File: src/inc/rdeq_map.vh
// Register map, field positions, reset values and I2C constants for the
// redriver equalization configuration bank. Definitions only.
// Notes on behaviour
// General bit 4 chooses EQ source: 0 strap pins, 1 programmed register fields.
// General bit 2 selects orientation: 0 normal, 1 flipped; resets to 0.
// General bit 0 enables all channels; register resets to 0x01.
// General bits 7:5 read-only zero; bits 3 and 1 plain read/write, reset 0.
// First EQ register upper nibble: path 2 level, strap-driven unless override set.
// First EQ register lower nibble: path 1 level, same strap/override behaviour.
// Second EQ register bits 3:0 transmit-side level; bits 7:4 read zero.
// Set-type fields become one on a written one; zero leaves them alone.
// Clear-type fields become zero on a written one; zero leaves them alone.
// Updatable fields change from hardware without any software write.
// Responds as I2C target; address 0x12 with both address straps floating.
// Clearing the override makes EQ fields follow the strap pins again.
`ifndef RDEQ_MAP_VH
`define RDEQ_MAP_VH

`define RDEQ_OFS_GEN          8'h0A
`define RDEQ_OFS_RXEQ         8'h20
`define RDEQ_OFS_TXEQ         8'h21

`define RDEQ_RST_GEN          8'h01
`define RDEQ_RST_RXEQ         8'h00
`define RDEQ_RST_TXEQ         8'h00

`define RDEQ_BIT_EN           0
`define RDEQ_BIT_FLIP         2
`define RDEQ_BIT_OVR          4

// Per-register write masks: plain, write-one-to-set, write-one-to-clear
`define RDEQ_RW_GEN           8'h1F
`define RDEQ_RW_RXEQ          8'hFF
`define RDEQ_RW_TXEQ          8'h0F
`define RDEQ_SET_ANY          8'h00
`define RDEQ_CLR_ANY          8'h00

`define RDEQ_TGT_ADDR_FLOAT   7'h12
`define RDEQ_LEVEL_FLOAT      2'h2

`endif

File: src/rtl/rdeq_config_regs.v
// Equalization configuration register bank reached as an I2C target.
// Assumes SCL/SDA and strap pins are asynchronous to mclk and SCL runs
// well below mclk/8; an external pull-up sets the SDA idle level.
`timescale 1ns/1ps
`include "rdeq_map.vh"

module rdeq_config_regs (
    input  wire       mclk,
    input  wire       rst_n,
    input  wire       scl_in,
    input  wire       sda_in,
    output wire       sda_out,
    output reg        sda_oe,
    input  wire [3:0] rx_eq_strap_pins,
    input  wire [3:0] tx_side_eq_strap_pins,
    input  wire [1:0] addr_strap_hi,
    output wire       eq_source_register_flag,
    output wire       flip_select,
    output wire       channel_enable,
    output wire [3:0] rx_path1_eq_level,
    output wire [3:0] rx_path2_eq_level,
    output wire [3:0] tx_side_eq_level
);

    localparam [3:0] ST_IDLE  = 4'h0;
    localparam [3:0] ST_ADDR  = 4'h1;
    localparam [3:0] ST_AACK  = 4'h2;
    localparam [3:0] ST_PTR   = 4'h3;
    localparam [3:0] ST_PACK  = 4'h4;
    localparam [3:0] ST_WDATA = 4'h5;
    localparam [3:0] ST_WACK  = 4'h6;
    localparam [3:0] ST_RDATA = 4'h7;
    localparam [3:0] ST_RACK  = 4'h8;
    localparam [3:0] ST_WAIT  = 4'h9;

    // Full reset word kept so its field can be sliced at the right width
    localparam [7:0] TX_RST_WORD = `RDEQ_RST_TXEQ;

    reg  [7:0] gen_ctl;
    reg  [7:0] rx_eq;
    reg  [3:0] tx_eq;

    reg  [1:0] scl_sync;
    reg  [1:0] sda_sync;
    reg        scl_d;
    reg        sda_d;
    reg  [3:0] rx_strap_m;
    reg  [3:0] rx_strap_s;
    reg  [3:0] tx_strap_m;
    reg  [3:0] tx_strap_s;
    reg  [1:0] ahi_m;
    reg  [1:0] ahi_s;
    reg  [1:0] cap_cnt;
    reg  [6:0] my_addr;

    reg  [3:0] state;
    reg  [3:0] bit_cnt;
    reg  [7:0] shreg;
    reg  [7:0] txsh;
    reg  [7:0] ptr;
    reg        rw_bit;
    reg        mack;
    reg        wr_stb;
    reg  [7:0] wr_ofs;
    reg  [7:0] wr_dat;

    wire scl_s     = scl_sync[1];
    wire sda_s     = sda_sync[1];
    wire scl_rise  = scl_s & ~scl_d;
    wire scl_fall  = ~scl_s & scl_d;
    wire start_det = scl_s & scl_d & sda_d & ~sda_s;
    wire stop_det  = scl_s & scl_d & ~sda_d & sda_s;
    wire ovr       = gen_ctl[`RDEQ_BIT_OVR];

    assign sda_out                 = 1'b0;
    assign eq_source_register_flag = gen_ctl[`RDEQ_BIT_OVR];
    assign flip_select             = gen_ctl[`RDEQ_BIT_FLIP];
    assign channel_enable          = gen_ctl[`RDEQ_BIT_EN];
    assign rx_path2_eq_level       = rx_eq[7:4];
    assign rx_path1_eq_level       = rx_eq[3:0];
    assign tx_side_eq_level        = tx_eq;

    // Plain bits take the data; set and clear kinds act on ones only
    function [7:0] apply_write;
        input [7:0] old;
        input [7:0] wd;
        input [7:0] rw_mask;
        begin
            apply_write = ((old & ~rw_mask) | (wd & rw_mask) | (wd & `RDEQ_SET_ANY))
                          & ~(wd & `RDEQ_CLR_ANY);                  // see R08
        end
    endfunction

    // Arguments only, so a continuous assignment sees every change
    wire [7:0] next_tx_eq = apply_write({4'h0, tx_eq}, wr_dat, `RDEQ_RW_TXEQ);

    // Unmapped offsets read as zero
    function [7:0] read_reg;
        input [7:0] ofs;
        begin
            case (ofs)
                `RDEQ_OFS_GEN:  read_reg = {3'h0, gen_ctl[4:0]};
                `RDEQ_OFS_RXEQ: read_reg = rx_eq;
                `RDEQ_OFS_TXEQ: read_reg = {4'h0, tx_eq};
                default:        read_reg = 8'h00;
            endcase
        end
    endfunction

    // Pin synchronisers
    always @(posedge mclk or negedge rst_n) begin
        if (!rst_n) begin
            scl_sync   <= 2'h3;
            sda_sync   <= 2'h3;
            scl_d      <= 1'b1;
            sda_d      <= 1'b1;
            rx_strap_m <= 4'h0;
            rx_strap_s <= 4'h0;
            tx_strap_m <= 4'h0;
            tx_strap_s <= 4'h0;
            ahi_m      <= 2'h0;
            ahi_s      <= 2'h0;
        end else begin
            scl_sync   <= {scl_sync[0], scl_in};
            sda_sync   <= {sda_sync[0], sda_in};
            scl_d      <= scl_s;
            sda_d      <= sda_s;
            rx_strap_m <= rx_eq_strap_pins;
            rx_strap_s <= rx_strap_m;
            tx_strap_m <= tx_side_eq_strap_pins;
            tx_strap_s <= tx_strap_m;
            ahi_m      <= addr_strap_hi;
            ahi_s      <= ahi_m;
        end
    end

    // Address straps latched once the synchronisers hold real pin levels
    always @(posedge mclk or negedge rst_n) begin
        if (!rst_n) begin
            cap_cnt <= 2'h0;
            my_addr <= `RDEQ_TGT_ADDR_FLOAT;
        end else if (cap_cnt != 2'h3) begin
            cap_cnt <= cap_cnt + 2'h1;
            if (cap_cnt == 2'h2) begin
                my_addr <= `RDEQ_TGT_ADDR_FLOAT ^ {3'h0, ahi_s ^ `RDEQ_LEVEL_FLOAT,
                           tx_strap_s[1:0] ^ `RDEQ_LEVEL_FLOAT};
            end
        end
    end

    // Register bank
    always @(posedge mclk or negedge rst_n) begin
        if (!rst_n) begin
            gen_ctl <= `RDEQ_RST_GEN;
            rx_eq   <= `RDEQ_RST_RXEQ;
            tx_eq   <= TX_RST_WORD[3:0];
        end else begin
            if (wr_stb && wr_ofs == `RDEQ_OFS_GEN) begin
                gen_ctl <= apply_write(gen_ctl, wr_dat, `RDEQ_RW_GEN);   // see R01
            end
            // Strap levels win while the override is clear, so writes are lost
            if (!ovr) begin
                rx_eq <= {rx_strap_s, rx_strap_s};                  // see R05 see R06
                tx_eq <= tx_strap_s;                                // see R07
            end else if (wr_stb && wr_ofs == `RDEQ_OFS_RXEQ) begin
                rx_eq <= apply_write(rx_eq, wr_dat, `RDEQ_RW_RXEQ); // see R05
            end else if (wr_stb && wr_ofs == `RDEQ_OFS_TXEQ) begin
                tx_eq <= next_tx_eq[3:0];
            end
        end
    end

    // I2C target: sample on SCL rise, change SDA after SCL fall
    always @(posedge mclk or negedge rst_n) begin
        if (!rst_n) begin
            state   <= ST_IDLE;
            bit_cnt <= 4'h0;
            shreg   <= 8'h00;
            txsh    <= 8'h00;
            ptr     <= 8'h00;
            rw_bit  <= 1'b0;
            mack    <= 1'b0;
            sda_oe  <= 1'b0;
            wr_stb  <= 1'b0;
            wr_ofs  <= 8'h00;
            wr_dat  <= 8'h00;
        end else begin
            wr_stb <= 1'b0;
            if (start_det) begin
                state   <= ST_ADDR;
                bit_cnt <= 4'h0;
                sda_oe  <= 1'b0;
            end else if (stop_det) begin
                state  <= ST_IDLE;
                sda_oe <= 1'b0;
            end else if (scl_rise) begin
                case (state)
                    ST_ADDR, ST_PTR, ST_WDATA: begin
                        shreg   <= {shreg[6:0], sda_s};
                        bit_cnt <= bit_cnt + 4'h1;
                    end
                    ST_RDATA: begin
                        bit_cnt <= bit_cnt + 4'h1;
                    end
                    ST_RACK: begin
                        mack <= ~sda_s;
                    end
                    default: begin
                        bit_cnt <= bit_cnt;
                    end
                endcase
            end else if (scl_fall) begin
                case (state)
                    ST_ADDR: begin
                        if (bit_cnt == 4'h8) begin
                            if (shreg[7:1] == my_addr) begin
                                rw_bit <= shreg[0];
                                sda_oe <= 1'b1;
                                state  <= ST_AACK;
                            end else begin
                                state <= ST_WAIT;
                            end
                        end
                    end
                    ST_AACK: begin
                        bit_cnt <= 4'h0;
                        if (rw_bit) begin
                            txsh   <= read_reg(ptr);
                            sda_oe <= ~|(read_reg(ptr) & 8'h80);
                            state  <= ST_RDATA;
                        end else begin
                            sda_oe <= 1'b0;
                            state  <= ST_PTR;
                        end
                    end
                    ST_PTR: begin
                        if (bit_cnt == 4'h8) begin
                            ptr    <= shreg;
                            sda_oe <= 1'b1;
                            state  <= ST_PACK;
                        end
                    end
                    ST_WDATA: begin
                        if (bit_cnt == 4'h8) begin
                            wr_stb <= 1'b1;
                            wr_ofs <= ptr;
                            wr_dat <= shreg;
                            ptr    <= ptr + 8'h01;
                            sda_oe <= 1'b1;
                            state  <= ST_WACK;
                        end
                    end
                    ST_PACK, ST_WACK: begin
                        sda_oe  <= 1'b0;
                        bit_cnt <= 4'h0;
                        state   <= ST_WDATA;
                    end
                    ST_RDATA: begin
                        if (bit_cnt == 4'h8) begin
                            sda_oe <= 1'b0;
                            ptr    <= ptr + 8'h01;
                            state  <= ST_RACK;
                        end else begin
                            sda_oe <= ~txsh[6];
                            txsh   <= {txsh[6:0], 1'b0};
                        end
                    end
                    ST_RACK: begin
                        bit_cnt <= 4'h0;
                        if (mack) begin
                            txsh   <= read_reg(ptr);
                            sda_oe <= ~|(read_reg(ptr) & 8'h80);
                            state  <= ST_RDATA;
                        end else begin
                            state <= ST_WAIT;
                        end
                    end
                    default: begin
                        sda_oe <= 1'b0;
                    end
                endcase
            end
        end
    end

endmodule
File: config.mk
export PLATFORM = sky130hd
export DESIGN_NAME = rdeq_config_regs
export DESIGN_NICKNAME = d
export VERILOG_FILES = /design/src/rtl/rdeq_config_regs.v
export VERILOG_INCLUDE_DIRS = /design/src /design/src/inc
export SDC_FILE = /design/constraint.sdc
export NUM_CORES = 1
export LEC_CHECK = 0
export BUFFER_PORTS_ARGS = -buffer_cell sky130_fd_sc_hd__clkbuf_2
export CAP_MARGIN = 10
export CORE_UTILIZATION = 40
export CTS_BUF_LIST = sky130_fd_sc_hd__clkbuf_16
export DETAILED_ROUTE_END_ITERATION = 16
export PLACE_DENSITY_LB_ADDON = 0.2
export SYNTH_ARGS = -nofsm -noshare
export SYNTH_HDL_FRONTEND = slang
export SYNTH_SLANG_ARGS = --single-unit
File: constraint.sdc
create_clock -name mclk -period 2.2 [get_ports mclk]
set_input_delay 0.11 -clock mclk [delete_from_list [all_inputs] [get_ports mclk]]
set_output_delay 0.11 -clock mclk [all_outputs]
set_load 0.05 [all_outputs]
==> results.md <==
- Largest net degree at the start of global routing: 45
- Seq/Total Area, Yosys: 0.548
- R2R depth: 6
- Die height: 109 µm
- CP endpoint kind: flop
- Post-Syn Area: 4580 µm²
- VDD IR max: 0.452 mV
- Smallest hold slack: 0.306 ns
- Routed Antenna Nets: 0
- Cell Count, Final, Fillers Out: 607
- Setup TNS: 0 ns
- Number of synthesized flops with an enable pin: 0
- Hold_buf cts: 13
- Max-slew violations: 0
- Initial Utilization: 0.417
- Maximum clock rate: 478 MHz
- Via Count: 3205
- Die Area: 11900 µm²
- Synth area leader: dfrtp_1
- Layout fillers: 957
- Placed cell area: 5110 µm²
- Cells after Synth: 391
- PwrDens: 758 nW/µm²
- DRT iter0 DRCs: 153
- Clock Tree Root: clkbuf_16
- Arr. time, crit path: 2.38 ns
- Critical path class: reg2reg
- Die width: 109 µm
- Crit share post-route: 0.951
- Post-synthesis average cell area: 11.7 µm²
- Core Area: 11000 µm²
- Resized cells post-CTS: 0
- Drt pass-1 iters: 4
- Number of clock sinks: 100
- Final wirelength: 9.71 mm
- Share of layout cells above drive strength 1: 0.293
- GRT Resource Usage Total: 0.185
- Worst-Margin Slew: 0.562 ns
- Mapped Nets: 416
- Yosys reg bits: 100
- Clock Tree Buf Depth: 2
- Clock slew at reported path FFs: 0.07 ns
- Total chip power: 4.22 mW
- Routed wire per std cell: 16.0 µm
- First-pass GRT wire length: 16.5 mm
- Final Util: 0.507
- H-tree levels: 3
- Reg2Reg Capture Point: bit_cnt[2]
- Static Leak: 2.54 nW
- Asr flop ratio synth: 1.00
- Grt total ovfl: 0
- MaxCap Viol Count: 0
- DP HPWL: 6.93 mm
- Via density: 5.28
- CTS tree: done
- I/O Pins: 31
- Nets: 487
- R2R Path Start: scl_sync[1]
- Distinct cells, synth: 64
- Syn-to-layout area delta: 21.5%
- Yosys Warn Count: 0
- Final instance area: 5570 µm²
- Postcts setup bufs: 0
- DP Worst Slack: 0.140 ns
- Commonest cells post-synth: 92 x dfrtp_1, 34 x nand2_1, 33 x mux2_2, 25 x a21oi_1, 22 x nor2_1
- Crit Path Max Fanout: 7
- Most used standard cell by instance count after synthesis: dfrtp_1
- Clk_lat worst skew: 0.34 ns
- Synth area leaders: dfrtp_1 50%, mux2_2 8.1%, dfstp_2 4.6%
- Final Hold Fails: 0
- Placement row count: 38
- Final WS setup: 0.107 ns
- Rel. slew slack: 0.625
- HP Class: in2async
- Cells after DPL: 578
- Port Buffers: 29
- Area share of the leading cell type in the synthesized netlist: 0.502
- Final setup viols: 0
- Initial antenna violation count: 0
- RSZ-0062 raised after global routing: no
- Setup crit start kind: flop
- Post-layout minimum cycle time: 2.09 ns
- GP Congestion: 0.835
- Diodes inserted: 0
- Vias in the first global route: 3229
- Post-route DRC: 0
- Main synth FF type: dfrtp_1
- Status: completed
- Worst-case clock skew: 0.00556 ns
- Worst reg-to-reg setup slack: 0.11 ns
- Crit path required time: 2.48 ns
- CTS Buf Count: 9
## sequential cells by signal, summed over array words and instances (netlist names), 5 cells and up
| signal | count |
|---|---|
| ptr | 8 |
| rx_eq | 8 |
| shreg | 8 |
| wr_dat | 8 |
| wr_ofs | 8 |
| txsh | 7 |
| gen_ctl | 5 |
## placed cells by master, fill, tap and decap left out, drive strengths merged, types with 3 or more instances in the layout
master,instances
o22ai,4
ha,11
nor4,3
dlygate4sd3,13
o211ai,5
nor3,9
xor2,4
mux2,37
nand2b,4
o21ai,22
nand3b,3
a31oi,3
mux2i,14
buf,35
a222oi,4
nor2,23
clkinv,3
clkbuf,37
nand2,34
dfstp,8
o21a,4
a21oi,26
nor2b,5
inv,13
nor4b,3
a2bb2oi,3
nand3,12
dfrtp,92
## worst max-delay path, cell delays in order (launching register included)
cell and delay, ns:
dfstp_2 0.56, inv_1 0.05, ha_1 0.29, nand2b_1 0.16, o311a_4 0.39, or4b_1 0.51, nand2_1 0.08
## how the worst max path moves through the flow
stage                      startpoint         end  depth (start not counted)  slack, ns
after floorplan                 scl_d   wr_dat[5]                          8       0.03
after global placement         ptr[2]     txsh[1]                          6       0.13
after detailed placement        scl_d   wr_dat[3]                          7       0.14
after CTS                 scl_sync[1]  bit_cnt[2]                          6       0.11
after global routing            scl_d   wr_ofs[7]                          7      0.003
final                     scl_sync[1]  bit_cnt[2]                          6       0.11
## cells by family (layout without fill, tap and decap cells)
kind of cell | count (synthesis) | count (layout) | synth area share
buf+inv | 27 | 103 | 0.0278
compound gates | 84 | 84 | 0.123
fa+ha+maj | 11 | 11 | 0.0300
mux | 51 | 51 | 0.121
other cells | 1 | 1 | 0.000818
simple gates | 111 | 111 | 0.137
flops | 100 | 100 | 0.548
xor+xnor | 6 | 6 | 0.0115
## layout make-up
cell class	instances	area, µm²	area share
repair buffers	76	571	0.102
well taps	140	175	0.0315
clock inverters	7	98.8	0.0177
clock buffers	9	225	0.0404
flip-flops and latches	100	2510	0.451
multi-input cells	264	1950	0.349
inverters	11	41.3	0.00741
## routing by layer
| layer | routed length [µm] | track usage | vias up |
|---|---|---|---|
| met1 | 4670 | 0.252 | 1577 |
| met5 | 0 | 0 | - |
| met3 | 326 | 0.0371 | 13 |
| met2 | 4530 | 0.293 | 69 |
| met4 | 185 | 0.0637 | 0 |
| li1 | - | - | 1546 |
## where the power goes
group / switching, mW / internal, mW / total, mW
clock network: 0.702 / 1.01 / 1.71
registers: 0.145 / 1.96 / 2.10
logic: 0.215 / 0.194 / 0.410
total: 1.06 / 3.16 / 4.22
Note: power is estimated with default switching activity, not from simulation.
